`src/adc_clk_pkg.sv`:
```
// Contract
// divide sample clock by one to eight
// bit one of 0x3A enables resync
// align event returns divider to start
// align input double-synchronised before use
// stabilizer regenerates falling edge, half duty; odd ratios are high (ratio+1)/2 counts
// stabilizer inactive below forty megahertz
// controller waits 1.5 to 5 us relock
// unlocked stabilizer is bypassed
// samples emerge nine clock cycles later
// pin or register enters power-down
// output drivers high impedance when down
// down stops clock; wake time grows
// register standby keeps reference, faster wake
// first and third channel on rise
// second and fourth channel on fall
// output coding selectable by register
// offset binary; twos inverts msb
// sample on internal clock rising edge
// ratio field defaults one, safe change
package adc_clk_pkg;
  // --------------------------------------------------
  // datapath shapes
  // --------------------------------------------------
  localparam int SMP_W    = 16;   // code width
  localparam int DIV_W    = 3;    // ratio minus one
  localparam int PIPE_LAT = 9;    // sample periods
  localparam int PDC_W    = 12;   // down-time counter
  typedef struct packed {
    logic [SMP_W-1:0] a, b, c, d;
  } quad_smp_t;
  typedef struct packed {
    logic [SMP_W-1:0] ab, cd;     // shared lanes
  } lane_pair_t;
  // --------------------------------------------------
  // register indices (byte address = 4 x index)
  // --------------------------------------------------
  localparam logic [7:0] IDX_CTRL = 8'h08;
  localparam logic [7:0] IDX_PWR  = 8'h09;
  localparam logic [7:0] IDX_STAT = 8'h0B;
  localparam logic [7:0] IDX_FMT  = 8'h14;
  localparam logic [7:0] IDX_SYNC = 8'h3A;
  // field positions
  localparam int CTRL_DIV_LSB  = 0;
  localparam int CTRL_DCS_BIT  = 4;
  localparam int CTRL_FAST_BIT = 5;
  localparam int PWR_PD_BIT    = 0;
  localparam int PWR_STBY_BIT  = 1;
  localparam int FMT_TWOS_BIT  = 0;
  localparam int SYNC_RES_BIT  = 1;
  // reset values
  localparam logic [7:0] CTRL_RST = 8'h10;  // div 1, stabilizer on
  localparam logic [7:0] PWR_RST  = 8'h00;
  localparam logic [7:0] FMT_RST  = 8'h00;
  localparam logic [7:0] SYNC_RST = 8'h00;
  // --------------------------------------------------
  // timing
  // --------------------------------------------------
  localparam int CLK_NS        = 50;
  localparam int DCS_LOCK_NS   = 1500;
  localparam int DCS_LOCK_CYC  = (DCS_LOCK_NS + CLK_NS - 1) / CLK_NS;
  localparam int STBY_WAKE_CYC = 4;
  // power states, one-hot
  typedef enum logic [3:0] {
    PS_RUN  = 4'b0001,
    PS_DOWN = 4'b0010,
    PS_STBY = 4'b0100,
    PS_WAKE = 4'b1000
  } pwr_st_t;
endpackage

```
`src/adc_clk_port.sv`:
```
// The placing of the registers and the AXI4-Lite interface to the registers were decided locally.
`timescale 1ns/1ps
`default_nettype none
module adc_clk_port (
  // clock and reset
  input  wire logic                    I_REF_CLK,
  input  wire logic                    I_SYS_RST,
  // board side
  input  wire logic                    I_ALIGN,
  input  wire logic                    I_POWER_DOWN_PIN,
  input  wire adc_clk_pkg::quad_smp_t  I_SMP,
  // capture side
  output logic                         O_DATA_CLOCK_OUTPUT,
  output adc_clk_pkg::lane_pair_t      O_LANE,
  output logic                         O_LANE_OE,
  output logic                         O_DIV_CLK,
  // axi4-lite write
  input  wire logic [9:0]              I_AWADDR,
  input  wire logic                    I_AWVALID,
  output logic                         O_AWREADY,
  input  wire logic [31:0]             I_WDATA,
  input  wire logic [3:0]              I_WSTRB,
  input  wire logic                    I_WVALID,
  output logic                         O_WREADY,
  output logic [1:0]                   O_BRESP,
  output logic                         O_BVALID,
  input  wire logic                    I_BREADY,
  // axi4-lite read
  input  wire logic [9:0]              I_ARADDR,
  input  wire logic                    I_ARVALID,
  output logic                         O_ARREADY,
  output logic [31:0]                  O_RDATA,
  output logic [1:0]                   O_RRESP,
  output logic                         O_RVALID,
  input  wire logic                    I_RREADY
);
  import adc_clk_pkg::*;
  // --------------------------------------------------
  // declarations
  // --------------------------------------------------
  logic [7:0]       ctrl_r, pwr_r, fmt_r, sync_r;  // config
  logic [9:0]       awa_r;                          // held write addr
  logic [7:0]       wd_r;                           // held write byte
  logic             wstb_r;                         // lane 0 enabled
  logic             aw_full_r, w_full_r, do_wr;
  logic [DIV_W-1:0] div_f, cnt_r, cnt_n;            // divider
  logic             run, ev, smp_stb, resync_en;
  logic             al_s1_r, al_s2_r, al_s3_r;      // align sync
  logic [5:0]       dcs_cnt_r;                      // relock timer
  logic             lock;
  pwr_st_t          ps_r, ps_n;
  logic [PDC_W-1:0] down_cnt_r, wake_cnt_r;
  logic             pd_req, stby_req;
  quad_smp_t        pipe_r [PIPE_LAT];              // latency line
  quad_smp_t        word_f;
  logic [2*SMP_W-1:0] bd_r;                         // held b and d
  logic             phase_r;
  assign div_f     = ctrl_r[CTRL_DIV_LSB +: DIV_W];
  assign resync_en = sync_r[SYNC_RES_BIT];
  assign pd_req    = I_POWER_DOWN_PIN | pwr_r[PWR_PD_BIT];
  assign stby_req  = pwr_r[PWR_STBY_BIT];
  assign run       = (ps_r == PS_RUN);
  assign lock      = (dcs_cnt_r == 6'(DCS_LOCK_CYC));
  // map a byte address to a register index
  function automatic logic [7:0] idx_of(input logic [9:0] a);
    return a[9:2];
  endfunction
  // msb flip selects twos complement coding
  function automatic quad_smp_t fmt(input quad_smp_t x, input logic tw);
    quad_smp_t y;
    logic [SMP_W-1:0] m;
    m = {tw, {(SMP_W-1){1'b0}}};
    y = '{a: x.a ^ m, b: x.b ^ m, c: x.c ^ m, d: x.d ^ m};
    return y;
  endfunction

  // --------------------------------------------------
  // axi4-lite write channel
  // --------------------------------------------------
  // address and data taken in either order; commit when both held
  assign do_wr = aw_full_r & w_full_r & ~O_BVALID;
  always_ff @(posedge I_REF_CLK) begin
    if (I_SYS_RST) begin
      aw_full_r <= 1'b0;
      w_full_r  <= 1'b0;
      O_AWREADY <= 1'b1;
      O_WREADY  <= 1'b1;
      awa_r     <= 10'h000;
      wd_r      <= 8'h00;
      wstb_r    <= 1'b0;
    end else begin
      // address slot
      if (do_wr) begin
        aw_full_r <= 1'b0;
        O_AWREADY <= 1'b1;
      end else if (I_AWVALID & O_AWREADY) begin
        aw_full_r <= 1'b1;
        O_AWREADY <= 1'b0;
        awa_r     <= I_AWADDR;
      end
      // data slot, only the low byte carries bits
      if (do_wr) begin
        w_full_r <= 1'b0;
        O_WREADY <= 1'b1;
      end else if (I_WVALID & O_WREADY) begin
        w_full_r <= 1'b1;
        O_WREADY <= 1'b0;
        wd_r     <= I_WDATA[7:0];
        wstb_r   <= I_WSTRB[0];
      end
    end
  end
  // response and register update
  always_ff @(posedge I_REF_CLK) begin
    if (I_SYS_RST) begin
      O_BVALID <= 1'b0;
      O_BRESP  <= 2'b00;
      ctrl_r   <= CTRL_RST;
      pwr_r    <= PWR_RST;
      fmt_r    <= FMT_RST;
      sync_r   <= SYNC_RST;
    end else begin
      if (do_wr) begin
        O_BVALID <= 1'b1;
        O_BRESP  <= 2'b00;
        case (idx_of(awa_r))
          IDX_CTRL: if (wstb_r) ctrl_r <= wd_r;
          IDX_PWR:  if (wstb_r) pwr_r  <= wd_r;
          IDX_FMT:  if (wstb_r) fmt_r  <= wd_r;
          IDX_SYNC: if (wstb_r) sync_r <= wd_r;
          IDX_STAT: O_BRESP <= 2'b00;           // read-only, write dropped
          default:  O_BRESP <= 2'b10;           // unmapped
        endcase
      end else if (O_BVALID & I_BREADY) begin
        O_BVALID <= 1'b0;
      end
    end
  end

  // --------------------------------------------------
  // axi4-lite read channel
  // --------------------------------------------------
  always_ff @(posedge I_REF_CLK) begin
    if (I_SYS_RST) begin
      O_ARREADY <= 1'b1;
      O_RVALID  <= 1'b0;
      O_RDATA   <= 32'h0000_0000;
      O_RRESP   <= 2'b00;
    end else if (I_ARVALID & O_ARREADY) begin
      O_ARREADY <= 1'b0;
      O_RVALID  <= 1'b1;
      O_RRESP   <= 2'b00;
      case (idx_of(I_ARADDR))
        IDX_CTRL: O_RDATA <= {24'h00_0000, ctrl_r};
        IDX_PWR:  O_RDATA <= {24'h00_0000, pwr_r};
        IDX_FMT:  O_RDATA <= {24'h00_0000, fmt_r};
        IDX_SYNC: O_RDATA <= {24'h00_0000, sync_r};
        // live state: lock, run, power state, divider phase
        IDX_STAT: O_RDATA <= {22'h0_0000, cnt_r, ps_r, run, lock};
        default: begin
          O_RDATA <= 32'h0000_0000;
          O_RRESP <= 2'b10;
        end
      endcase
    end else if (O_RVALID & I_RREADY) begin
      O_RVALID  <= 1'b0;
      O_ARREADY <= 1'b1;
    end
  end

  // --------------------------------------------------
  // align input synchroniser
  // --------------------------------------------------
  // the second and third stages feed the edge detector
  always_ff @(posedge I_REF_CLK) begin
    if (I_SYS_RST) begin
      al_s1_r <= 1'b0;
      al_s2_r <= 1'b0;
      al_s3_r <= 1'b0;
    end else begin
      al_s1_r <= I_ALIGN;
      al_s2_r <= al_s1_r;
      al_s3_r <= al_s2_r;
    end
  end
  assign ev = al_s2_r & ~al_s3_r & resync_en;
  // --------------------------------------------------
  // integer divider
  // --------------------------------------------------
  // wrap on >= so a smaller ratio never strands the count
  always_comb begin
    if (!run)
      cnt_n = '0;
    else if (ev)
      cnt_n = '0;
    else if (cnt_r >= div_f)
      cnt_n = '0;
    else
      cnt_n = cnt_r + 3'h1;
  end
  assign smp_stb = run & (cnt_r == '0);
  always_ff @(posedge I_REF_CLK) begin
    if (I_SYS_RST) begin
      cnt_r     <= '0;
      O_DIV_CLK <= 1'b0;
    end else begin
      cnt_r <= cnt_n;
      // locked: high for the first (ratio+1)/2 counts; bypass: one source pulse per period
      if (lock)
        O_DIV_CLK <= ({1'b0, cnt_n} < ({1'b0, div_f} + 4'h2) >> 1);
      else
        O_DIV_CLK <= run & (cnt_n == '0);
    end
  end

  // --------------------------------------------------
  // duty-cycle stabilizer lock model
  // --------------------------------------------------
  // any ratio or rate change restarts the relock wait
  always_ff @(posedge I_REF_CLK) begin
    if (I_SYS_RST) begin
      dcs_cnt_r <= '0;
    end else if (!run || !ctrl_r[CTRL_DCS_BIT] || !ctrl_r[CTRL_FAST_BIT]) begin
      dcs_cnt_r <= '0;
    end else if (do_wr && idx_of(awa_r) == IDX_CTRL && wstb_r && wd_r != ctrl_r) begin
      dcs_cnt_r <= '0;
    end else if (!lock) begin
      dcs_cnt_r <= dcs_cnt_r + 6'h01;
    end
  end

  // --------------------------------------------------
  // power control
  // --------------------------------------------------
  always_comb begin
    case (ps_r)
      PS_RUN:  ps_n = pd_req ? PS_DOWN : (stby_req ? PS_STBY : PS_RUN);
      PS_DOWN: ps_n = pd_req ? PS_DOWN : PS_WAKE;
      PS_STBY: ps_n = pd_req ? PS_DOWN : (stby_req ? PS_STBY : PS_WAKE);
      PS_WAKE: ps_n = pd_req ? PS_DOWN : (wake_cnt_r == '0 ? PS_RUN : PS_WAKE);
      default: ps_n = PS_DOWN;
    endcase
  end

  always_ff @(posedge I_REF_CLK) begin
    if (I_SYS_RST) begin
      ps_r       <= PS_RUN;
      down_cnt_r <= '0;
      wake_cnt_r <= '0;
      O_LANE_OE  <= 1'b1;
    end else begin
      ps_r      <= ps_n;
      O_LANE_OE <= (ps_n != PS_DOWN);
      if (ps_r == PS_DOWN) begin
        if (down_cnt_r != '1)
          down_cnt_r <= down_cnt_r + 12'h001;
      end else begin
        down_cnt_r <= '0;
      end
      // wake time tracks time down; standby is short and fixed
      if (ps_r == PS_DOWN && ps_n == PS_WAKE)
        wake_cnt_r <= down_cnt_r;
      else if (ps_r == PS_STBY && ps_n == PS_WAKE)
        wake_cnt_r <= PDC_W'(STBY_WAKE_CYC);
      else if (wake_cnt_r != '0)
        wake_cnt_r <= wake_cnt_r - 12'h001;
    end
  end

  // --------------------------------------------------
  // latency line and output coding
  // --------------------------------------------------
  always_ff @(posedge I_REF_CLK) begin
    if (I_SYS_RST) begin
      for (int i = 0; i < PIPE_LAT; i++)
        pipe_r[i] <= '0;
    end else if (smp_stb) begin
      pipe_r[0] <= I_SMP;
      for (int i = 1; i < PIPE_LAT; i++)
        pipe_r[i] <= pipe_r[i-1];
    end
  end
  assign word_f = fmt(pipe_r[PIPE_LAT-1], fmt_r[FMT_TWOS_BIT]);
  // --------------------------------------------------
  // ddr lanes
  // --------------------------------------------------
  // edge-aligned: lane and clock change on the same edge
  always_ff @(posedge I_REF_CLK) begin
    if (I_SYS_RST) begin
      phase_r             <= 1'b0;
      O_DATA_CLOCK_OUTPUT <= 1'b0;
      O_LANE              <= '0;
      bd_r                <= '0;
    end else begin
      phase_r <= ~phase_r;
      if (!phase_r) begin
        O_DATA_CLOCK_OUTPUT <= 1'b1;
        O_LANE              <= '{ab: word_f.a, cd: word_f.c};
        bd_r                <= {word_f.b, word_f.d};
      end else begin
        O_DATA_CLOCK_OUTPUT <= 1'b0;
        O_LANE              <= bd_r;
      end
    end
  end
endmodule
`default_nettype wire

```
`config.mk`:
```
export PLATFORM = sky130hd
export DESIGN_NAME = adc_clk_port
export DESIGN_NICKNAME = d
export VERILOG_FILES = /design/src/adc_clk_pkg.sv /design/src/adc_clk_port.sv
export SDC_FILE = /design/constraint.sdc
export NUM_CORES = 1
export LEC_CHECK = 0
export BUFFER_PORTS_ARGS = -buffer_cell sky130_fd_sc_hd__buf_4
export CAP_MARGIN = 10
export CORE_MARGIN = 2
export CORE_UTILIZATION = 54
export CTS_BUF_LIST = sky130_fd_sc_hd__clkbuf_16
export DETAILED_ROUTE_END_ITERATION = 10
export GPL_ROUTABILITY_DRIVEN = 0
export PLACE_DENSITY = 0.78
export SETUP_SLACK_MARGIN = 0.4
export SYNTH_ARGS = -nofsm -noshare
export SYNTH_HDL_FRONTEND = slang
export SYNTH_SLANG_ARGS = --single-unit
```
`constraint.sdc`:
```
create_clock -name I_REF_CLK -period 42.9 [get_ports I_REF_CLK]
set_input_delay 10.725 -clock I_REF_CLK [delete_from_list [all_inputs] [get_ports I_REF_CLK]]
set_output_delay 10.725 -clock I_REF_CLK [all_outputs]
set_load 0.02 [all_outputs]
```
Word-level counts from Yosys, hierarchy flattened
Memory sizes are Yosys's and may differ from the RTL's.
Cells that the tools add are included.
Cells by class
  add/subtract/negate cells: 5
  magnitude comparators: 2
  equal/unequal tests: 19
  mux-type cells: 40
  bitwise gates (word level): 30
  reduce and logical (&&, ||, !) cells: 28
Operators with widths (number)
  $mux W64: 9
  $xor A16 B16 Y16: 4
  $eq A8 B4 Y1 const B: 6
  $pmux W9 S5: 1
  $mux W12: 3
  $mux W32: 1
  $mux W4: 5
  $eq A8 B5 Y1 const B: 2
  $eq A8 B6 Y1 const B: 2
  $pmux W4 S4: 1
  $mux W3: 5
  $mux W1: 13
  $add A12 B1 Y12 const B: 1
  $logic_not A12 Y1: 1
  $ne A12 B12 Y1 const B: 1
  $reduce_and A3 Y1: 4
  $reduce_bool A12 Y1: 1
  $sub A12 B1 Y12 const B: 1
  $and A1 B1 Y1: 11
  $or A1 B1 Y1: 10
  $reduce_or A5 Y1: 2
  $eq A4 B4 Y1 const B: 2
  $ne A8 B8 Y1: 1
  $add A6 B1 Y6 const B: 1
  20 further kinds: 36
Word-level totals
  flip-flop bits (word level): 202
  bits in writable memories: 576
  memories: 1
Memory list
  pipe_r: depth 9, bits a word 64, read ports 9, clocked after memory_dff 0, wr ports 9, line adc_clk_port.sv:54  | quad_smp_t pipe_r [PIPE_LAT];

Longest topological paths before layout
Gate-level depths: netlist of the first run.
  depth in word-level cells: 8
  mapped depth: 11
  mapped depth without buffers: 11

Worst setup path before layout of the first run
OpenSTA, ideal clock, no wires.
  kind: register to register
  start: register ps_r[2]
  end: memory pipe_r[0][0] (netlist name), enable pin
  library setup time: 2.315 ns
  arrival time: 41.094 ns
  setup slack: -0.509 ns
  cell stages (with the launch flop): 5
  path buffers: 2
  clock period less this slack: 43.409 ns
  cell sequence: dfxtp_1 > clkbuf_1 > or4b_1 > buf_2 > o21ai_0
RTL lines
  start: declaration: line adc_clk_port.sv:51  | pwr_st_t ps_r, ps_n;
  start signal: assignment: line adc_clk_port.sv:252  | ps_r <= ps_n;
  end: declaration: line adc_clk_port.sv:54

==> results of run 1 <==
cells in the final DEF (no fill, tap or decap), types with 59 or more instances in the layout:
cell type / count
and2_1: 579
edfxtp_1: 576
dfxtp_1: 173
buf_4: 157
a21oi_1: 83
nor2_1: 82
clkbuf_16: 78
nand2b_1: 67
mux2i_1: 59
routing by layer:
| layer | track usage [%] | wire, um |
|---|---|---|
| met1 | 19.17 | 17790 |
| met2 | 23.79 | 19290 |
| met3 | 3.549 | 2210 |
| met4 | 6.506 | 1082 |
| met5 | 0 | 0 |
state kept, by name (all words and copies together), names as in the netlist, 3 cells and up:
register    count
pipe_r        576
O_LANE         32
bd_r           32
down_cnt_r     12
wake_cnt_r     12
O_RDATA         9
awa_r           8
ctrl_r          8
fmt_r           8
pwr_r           8
sync_r          8
wd_r            8
dcs_cnt_r       6
ps_r            4
cnt_r           3
power by group through the flow:
| stage | logic (mW) | registers, mW | clock network (mW) |
|---|---|---|---|
| finish | 0.103 | 0.867 | 0.590 |
| global route | 0.115 | 0.873 | 0.637 |
| CTS | 0.104 | 0.867 | 0.607 |
| detailed placement | 0.103 | 0.882 | 0 |
| global placement | 0.0989 | 0.879 | 0 |
| floorplan | 0.0739 | 0.924 | 0 |
cells by family after synthesis:
| kind of cell | Yosys count | share of synthesized area, % |
|---|---|---|
| compound gates | 171 | 3.692 |
| mux | 59 | 2.057 |
| buf+inv | 151 | 2.585 |
| simple gates | 862 | 17.82 |
| xor+xnor | 30 | 0.9153 |
| fa+ha+maj | 12 | 0.5230 |
| other cells | 1 | 0.01306 |
| flops | 750 | 72.39 |
worst max-delay path: stages:
cell	delay, ns
buf_4	0.53
inv_1	0.53
o21ai_4	0.28
buf_12	0.80
buf_4	0.97
area by class of cell:
class	count	share of cell area, %
timing repair buffer	159	3.752
tap	688	2.650
inverter	21	0.2427
clock inverter	59	0.9245
multi-input combinational	1159	22.45
clock buffer	78	6.009
sequential	750	63.98
worst paths after layout:
path / to / slack [ns]
setup reg to reg: pipe_r[0][205] / 39.01
setup / recovery: pipe_r[0][205] / 29.06
hold / removal: al_s2_r / 0.46
hold reg to reg: al_s2_r / 0.46
==> summary.md, run 1 <==
| Metric | Value |
|---|---|
| Cells on worst reg2reg path | 4 |
| Dpl ws | 28.45 ns |
| Sw power | 0.3366 mW |
| Total number of yosys warnings | 0 |
| RSZ-0062 raised after global routing | false |
| Crit path arrival time | 14.04 ns |
| Gr usage total | 14.76% |
| Cell area power density | 48.01 nW/um^2 |
| Clock-pin transition on the worst setup and hold timing paths | 0.06 ns |
| Worst hold path type | flop to flop |
| Post-route cell area | 32,480 um^2 |
| Clock skew | 0.01519 ns |
| CP Launch Type | input port |
| Clock period minus worst slack | 13.84 ns |
| Initial antenna violation count | 0 |
| Sum Neg Setup Slack | 0 ns |
| Total number of vias | 14.42k |
| Core Area | 52,550 um^2 |
| Critical path type | input port to flop |
| # Max-Cap Violations | 0 |
| Hold Fails Final Rpt | 0 |
| Hold path depth | 1 |
| # IOs | 205 |
| Final nets | 2,308 |
| Synth area leader | edfxtp_1 |
| Period utilization | 32.25% |
| GRT overflow | 0 |
| Layout cell share with drive strength beyond 1 | 12.08% |
| Max Clock Freq | 72.28 MHz |
| Post-CTS Setup Repair Bufs | 0 |
| Post-synth ARST share | 0% |
| Post-synth EDFFs | 576 |
| # setup viols final | 0 |
| First-pass GRT wire length | 65.99 mm |
| Pin count of the biggest net entering global routing | 350 |
| Internal cell power | 1.223 mW |
| Total CTS buffers | 76 |
| Placed cell count | 2,777 |
| Placed Area | 30,220 um^2 |
| Worst hold start | al_s1_r |
| Syn_area_per_cell | 14.10 um^2 |
| DR WL/cell | 13.86 um |
| Vias/cell | 4.950 |
| Fin cells | 2,914 |
| I/O Buffers | 148 |
| Relative slew slack | 26.51% |
| H-tree levels | 3 |
| Largest cells by area after synthesis | edfxtp_1, and2_1, dfxtp_1 |
| Final Max Tran Viols | 0 |
| Die ar. | 55,020 um^2 |
| Switch share | 21.58% |
| FF/Latch Area | 20,780 um^2 |
| Critical path endpoint category | flop |
| Yosys cell types | 59 |
| Cell row count | 84 |
| DRT Pass-1 Iters | 5 |
| Clk_lat worst skew | 0.60 ns |
| Ant. Diodes | 0 |
| Fin Hold WS | 0.4616 ns |
| Clock Power Share | 37.8% |
| Initial core utilization | 54.62% |
| Worst slew pin tran | 1.102 ns |
| Post-route setup slack | 29.06 ns |
| Initial DRC Count | 1,177 |
| Max IR drop VDD | 35.82 uV |
| CTS tree | yes |
| Number of filler cells placed in the layout | 3,861 |
| Fin util | 61.81% |
| Sequential-to-total area share from yosys stat | 72.39% |
| Die width | 234.6 um |
| Layout area overhead | 13.16% |
| Count leader, synth | and2_1 |
| CTS Buffer Depth | 3 |
| Die height | 234.6 um |
| Root Driver | clkbuf_16 |
| CP required | 43.10 ns |
| Sink Count | 750 |
| Crit Path Max Fanout | 218 |
| Total power | 1.560 mW |
| DRC | 0 |
| Resize count post-CTS | 0 |
| Cells after synthesis | 2,036 |
| Cts hold-fix bufs | 0 |
| Crit path from | I_SYS_RST |
| Post-DP HPWL | 23.45 mm |
| P_leak | 12.75 nW |
| Status | finished clean |
| Final ANT Viol Nets | 0 |
| Mapped Area | 28,710 um^2 |
| Top-area cell type share of the netlist area | 60.26% |
| Routed WL | 40.37 mm |
| Post-synth top cells | and2_1, edfxtp_1, dfxtp_1, a21oi_1, nor2_1 |
| Multi-input logic area | 7291 um^2 |
| Yosys reg bits | 750 |
| Reg power frac | 55.6% |
| Main synth FF type | edfxtp_1 |
| Comb pwr share | 6.6% |
| Launching point of the worst reg2reg path | ps_r[1] |
| Number of global-route vias before repair | 13.70k |
(Power assumes the default switching activity.)
==> run 2: changes to the inputs <==
CORE_UTILIZATION = 55   (was 54)
PLACE_DENSITY = 0.77   (was 0.78)
clock period = 13.1 ns   (was 42.9 ns; I/O delays follow)
==> summary.md, run 2 (synthesis gave the netlist of run 1 again) <==
| Metric | Value |
|---|---|
| Routed WL | 39.81 mm |
| DRT Pass-1 Iters | 5 |
| Final ANT Viol Nets | 0 |
| GRT overflow | 0 |
| Sum Neg Setup Slack | 0 ns |
| Status | finished clean |
| # IOs | 205 |
| Post-DP HPWL | 22.73 mm |
| Clk_lat worst skew | 0.59 ns |
| DR WL/cell | 13.73 um |
| Max IR drop VDD | 111.1 uV |
| Worst hold path type | flop to flop |
| I/O Buffers | 148 |
| Placed Area | 30,220 um^2 |
| Crit Path Max Fanout | 96 |
| DRC | 0 |
| H-tree levels | 3 |
| Clock-pin transition on the worst setup and hold timing paths | 0.06 ns |
| Largest Register | pipe_r |
| Multi-input logic area | 7291 um^2 |
| Post-CTS Setup Repair Bufs | 0 |
| Relative slew slack | 25.46% |
| Core Area | 51,410 um^2 |
| First-pass GRT wire length | 65.89 mm |
| Ant. Diodes | 0 |
| Critical path endpoint category | flop |
| Layout area overhead | 13.33% |
| Max FFs per register | 576 |
| P_leak | 12.77 nW |
| # Max-Cap Violations | 0 |
| Die ar. | 54,040 um^2 |
| Cell area power density | 158.7 nW/um^2 |
| Die height | 232.5 um |
| Worst slew pin tran | 1.118 ns |
| Clock period minus worst slack | 6.184 ns |
| Total CTS buffers | 74 |
| Period utilization | 47.21% |
| Post-route cell area | 32,530 um^2 |
| Vias/cell | 4.944 |
| Resize count post-CTS | 0 |
| Sink Count | 750 |
| Critical path type | input port to flop |
| Initial core utilization | 55.84% |
| Crit path arrival time | 6.38 ns |
| # setup viols final | 0 |
| Top Registers | pipe_r x576, O_LANE x32, bd_r x32 |
| Gr usage total | 14.90% |
| Cts hold-fix bufs | 0 |
| Clock skew | 0.02148 ns |
| CP Launch Type | input port |
| CTS Buffer Depth | 3 |
| Most common cell after layout, fill and taps aside | and2_1 |
| Number of global-route vias before repair | 13.66k |
| RSZ-0062 raised after global routing | false |
| CP required | 13.30 ns |
| FF/Latch Area | 20,780 um^2 |
| Cell row count | 83 |
| Number of filler cells placed in the layout | 3,747 |
| CTS tree | yes |
| Most frequent cells in the layout | and2_1, edfxtp_1, dfxtp_1 |
| Initial antenna violation count | 0 |
| Initial DRC Count | 1,369 |
| Die width | 232.5 um |
| Pin count of the biggest net entering global routing | 326 |
| Layout cell share with drive strength beyond 1 | 12.34% |
| Total number of vias | 14.34k |
| Max Clock Freq | 161.7 MHz |
| Final Max Tran Viols | 0 |
| Root Driver | clkbuf_16 |
| Hold Fails Final Rpt | 0 |
| Final nets | 2,305 |
run 2: cell types whose count changed in the layout (fill, tap and decap cells not counted), moves of 2 or more:
cell | previous run | this run
inv_6 | 4 | 2
clkinvlp_2 | 2 | 0
clkinv_2 | 7 | 15
inv_1 | 45 | 38
clkinv_1 | 17 | 13
buf_4 | 157 | 155
bufinv_16 | 1 | 5
run 2: area by class of cell:
type / count / area share [%]
clock buffers: 77 / 5.923
clock inverters: 55 / 1.169
inverters: 21 / 0.2423
multi-input cells: 1159 / 22.41
flip-flops and latches: 750 / 63.88
well taps: 680 / 2.615
repair buffers: 158 / 3.761
run 2: critical path: stages:
cell and delay, ns:
buf_4 0.53, inv_1 0.55, o21ai_4 0.17, buf_4 0.76, buf_4 0.98
run 2: path summary, 6_finish.rpt:
path                            slack (ns)             to  cells after the start       from
worst min-delay path                  0.45        al_s2_r                      1    al_s1_r
worst max register to register        9.47  pipe_r[0][39]                      4    ps_r[0]
worst max-delay path                  6.92  pipe_r[0][39]                      5  I_SYS_RST
worst min register to register        0.45        al_s2_r                      1    al_s1_r
run 2: power breakdown:
group	leakage, nW	internal, mW	switching [mW]
clock	1.21	1.16	0.827
sequential	7.63	2.78	0.0571
combinational	3.93	0.129	0.209
run 2: layer usage:
layer	vias up	wire, um	GRT usage [%]
met2	354	19080	24.16
li1	7292	-	-
met4	0	1012	6.170
met1	6615	17340	19.70
met5	-	0	0
met3	76	2374	3.100
run 2: through the flow:
stage	util, %	worst slack, ns	cells	total power [mW]	hold WS (ns)
global route	63.29	6.632	2900	5.369	0.4714
finish	63.29	6.916	2900	5.162	0.4497
global placement	58.79	6.332	2768	3.204	0.4332
detailed placement	58.79	6.274	2768	3.226	0.4488
floorplan	-	2.244	2060	3.168	0.4138
CTS	63.27	6.905	2900	5.221	0.4545
==> run 3: changes to the inputs <==
CORE_UTILIZATION = 54   (was 55)
PLACE_DENSITY = 0.78   (was 0.77)
clock period = 5.65 ns   (was 13.1 ns; I/O delays follow)
==> summary.md, run 3 (synthesis gave the netlist of run 1 again) <==
| Metric | Value |
|---|---|
| Die width | 234.6 um |
| Status | finished clean |
| Final Max Tran Viols | 0 |
| Cell area power density | 366.1 nW/um^2 |
| # Max-Cap Violations | 0 |
| H-tree levels | 3 |
| GRT overflow | 0 |
| CTS Buffer Depth | 3 |
| Total CTS buffers | 75 |
| CP peak stage delay | 0.54 ns |
| Final nets | 2,310 |
| Worst slew pin tran | 0.9696 ns |
| Root Driver | clkbuf_16 |
| Layout cell share with drive strength beyond 1 | 12.34% |
| CP required | 5.88 ns |
| Cts hold-fix bufs | 0 |
| I/O Buffers | 148 |
| Initial antenna violation count | 0 |
| Crit Path Max Fanout | 110 |
| Routed WL | 39.37 mm |
| # IOs | 205 |
| Top Registers | pipe_r x576, O_LANE x32, bd_r x32 |
| Clock-pin transition on the worst setup and hold timing paths | 0.06 ns |
| Initial core utilization | 54.62% |
| DR WL/cell | 13.50 um |
| Post-route cell area | 32,590 um^2 |
| DRC | 0 |
| Hold Fails Final Rpt | 0 |
| Layout area overhead | 13.54% |
| P_leak | 12.77 nW |
| Relative slew slack | 34.45% |
| Cell row count | 84 |
| Placed cell count | 2,779 |
| Ant. Diodes | 0 |
| Most common cell on crit path | buf_4 |
| Post-CTS Setup Repair Bufs | 0 |
| Number of global-route vias before repair | 13.66k |
| Cell at the slowest stage of the critical path | inv_1 |
| Gr usage total | 14.63% |
| Total number of vias | 14.33k |
| Period utilization | 63.87% |
| RSZ-0062 raised after global routing | false |
| Critical path endpoint category | flop |
| CTS tree | yes |
| Die height | 234.6 um |
| Crit path arrival time | 3.84 ns |
| # setup viols final | 0 |
| Resize count post-CTS | 0 |
| Max FFs per register | 576 |
| CP cell instances | buf_4, inv_1, o21ai_4, buf_4, buf_12 |
| Initial DRC Count | 1,223 |
| Placed Area | 30,290 um^2 |
| Worst hold path type | flop to flop |
| Core Area | 52,550 um^2 |
| CP Launch Type | input port |
| First-pass GRT wire length | 65.27 mm |
| Vias/cell | 4.911 |
| Post-DP HPWL | 23.02 mm |
| Fin cells | 2,917 |
| Most frequent cells in the layout | and2_1, edfxtp_1, dfxtp_1 |
| Max Clock Freq | 277.1 MHz |
| Clock skew | 0.02340 ns |
| DRT Pass-1 Iters | 5 |
| Number of filler cells placed in the layout | 3,845 |
| Pin count of the biggest net entering global routing | 272 |
| Largest Register | pipe_r |
| Most common cell after layout, fill and taps aside | and2_1 |
| Clk_lat worst skew | 0.60 ns |
| Die ar. | 55,020 um^2 |
| Final ANT Viol Nets | 0 |
| Max IR drop VDD | 285.1 uV |
| Sink Count | 750 |
| Clock period minus worst slack | 3.608 ns |
| Critical path type | input port to flop |
run 3: per-stage QoR:
stage          power (mW)  utilization, %  worst slack [ns]  hold slack [ns]  TNS (ns)
6_report            11.93           62.02             2.042           0.4579         0
5_1_grt             12.42           62.02             1.863           0.4725         0
4_1_cts             12.07           62.01             2.086           0.4533         0
3_5_place_dp        7.484           57.64             1.449           0.4231         0
3_3_place_gp        7.431           57.64             1.528           0.4268         0
2_1_floorplan       7.346               -            -5.143           0.4138  -2962.26
run 3: power by group:
| part | internal, mW | switching (mW) |
|---|---|---|
| Combinational | 0.307 | 0.486 |
| Clock | 2.61 | 1.96 |
| Sequential | 6.44 | 0.131 |
run 3: final timing paths:
kind / depth (start not counted) / startpoint / end / slack (ns)
max: 5 / I_SYS_RST / pipe_r[0][112] / 2.04
min: 1 / al_s1_r / al_s2_r / 0.46
max reg2reg: 4 / ps_r[1] / pipe_r[0][112] / 2.58
min reg2reg: 1 / al_s1_r / al_s2_r / 0.46
run 3: area by class of cell:
type	instances	area [um^2]	share of cell area, %
Clock buffer	77	1927	5.912
Clock inverter	60	370.4	1.136
Inverter	21	78.83	0.2419
Multi-Input combinational cell	1159	7284	22.35
Sequential cell	750	20780	63.76
Tap cell	688	860.8	2.641
Timing Repair Buffer	162	1289	3.954
run 3: worst max-delay path: cells and delay by family:
family,cells,cell delay (ns)
AO/OA/AOI/OAI,1,0.43
buffers and inverters,4,1.82
run 3: metal layers:
metal | up-vias | part of all wire [%] | global-route usage (%)
met1 | 6579 | 43 | 18.62
met2 | 340 | 48 | 24.03
li1 | 7312 | - | -
met5 | - | 0 | 0
met3 | 95 | 5.4 | 3.307
met4 | 0 | 3.0 | 6.663
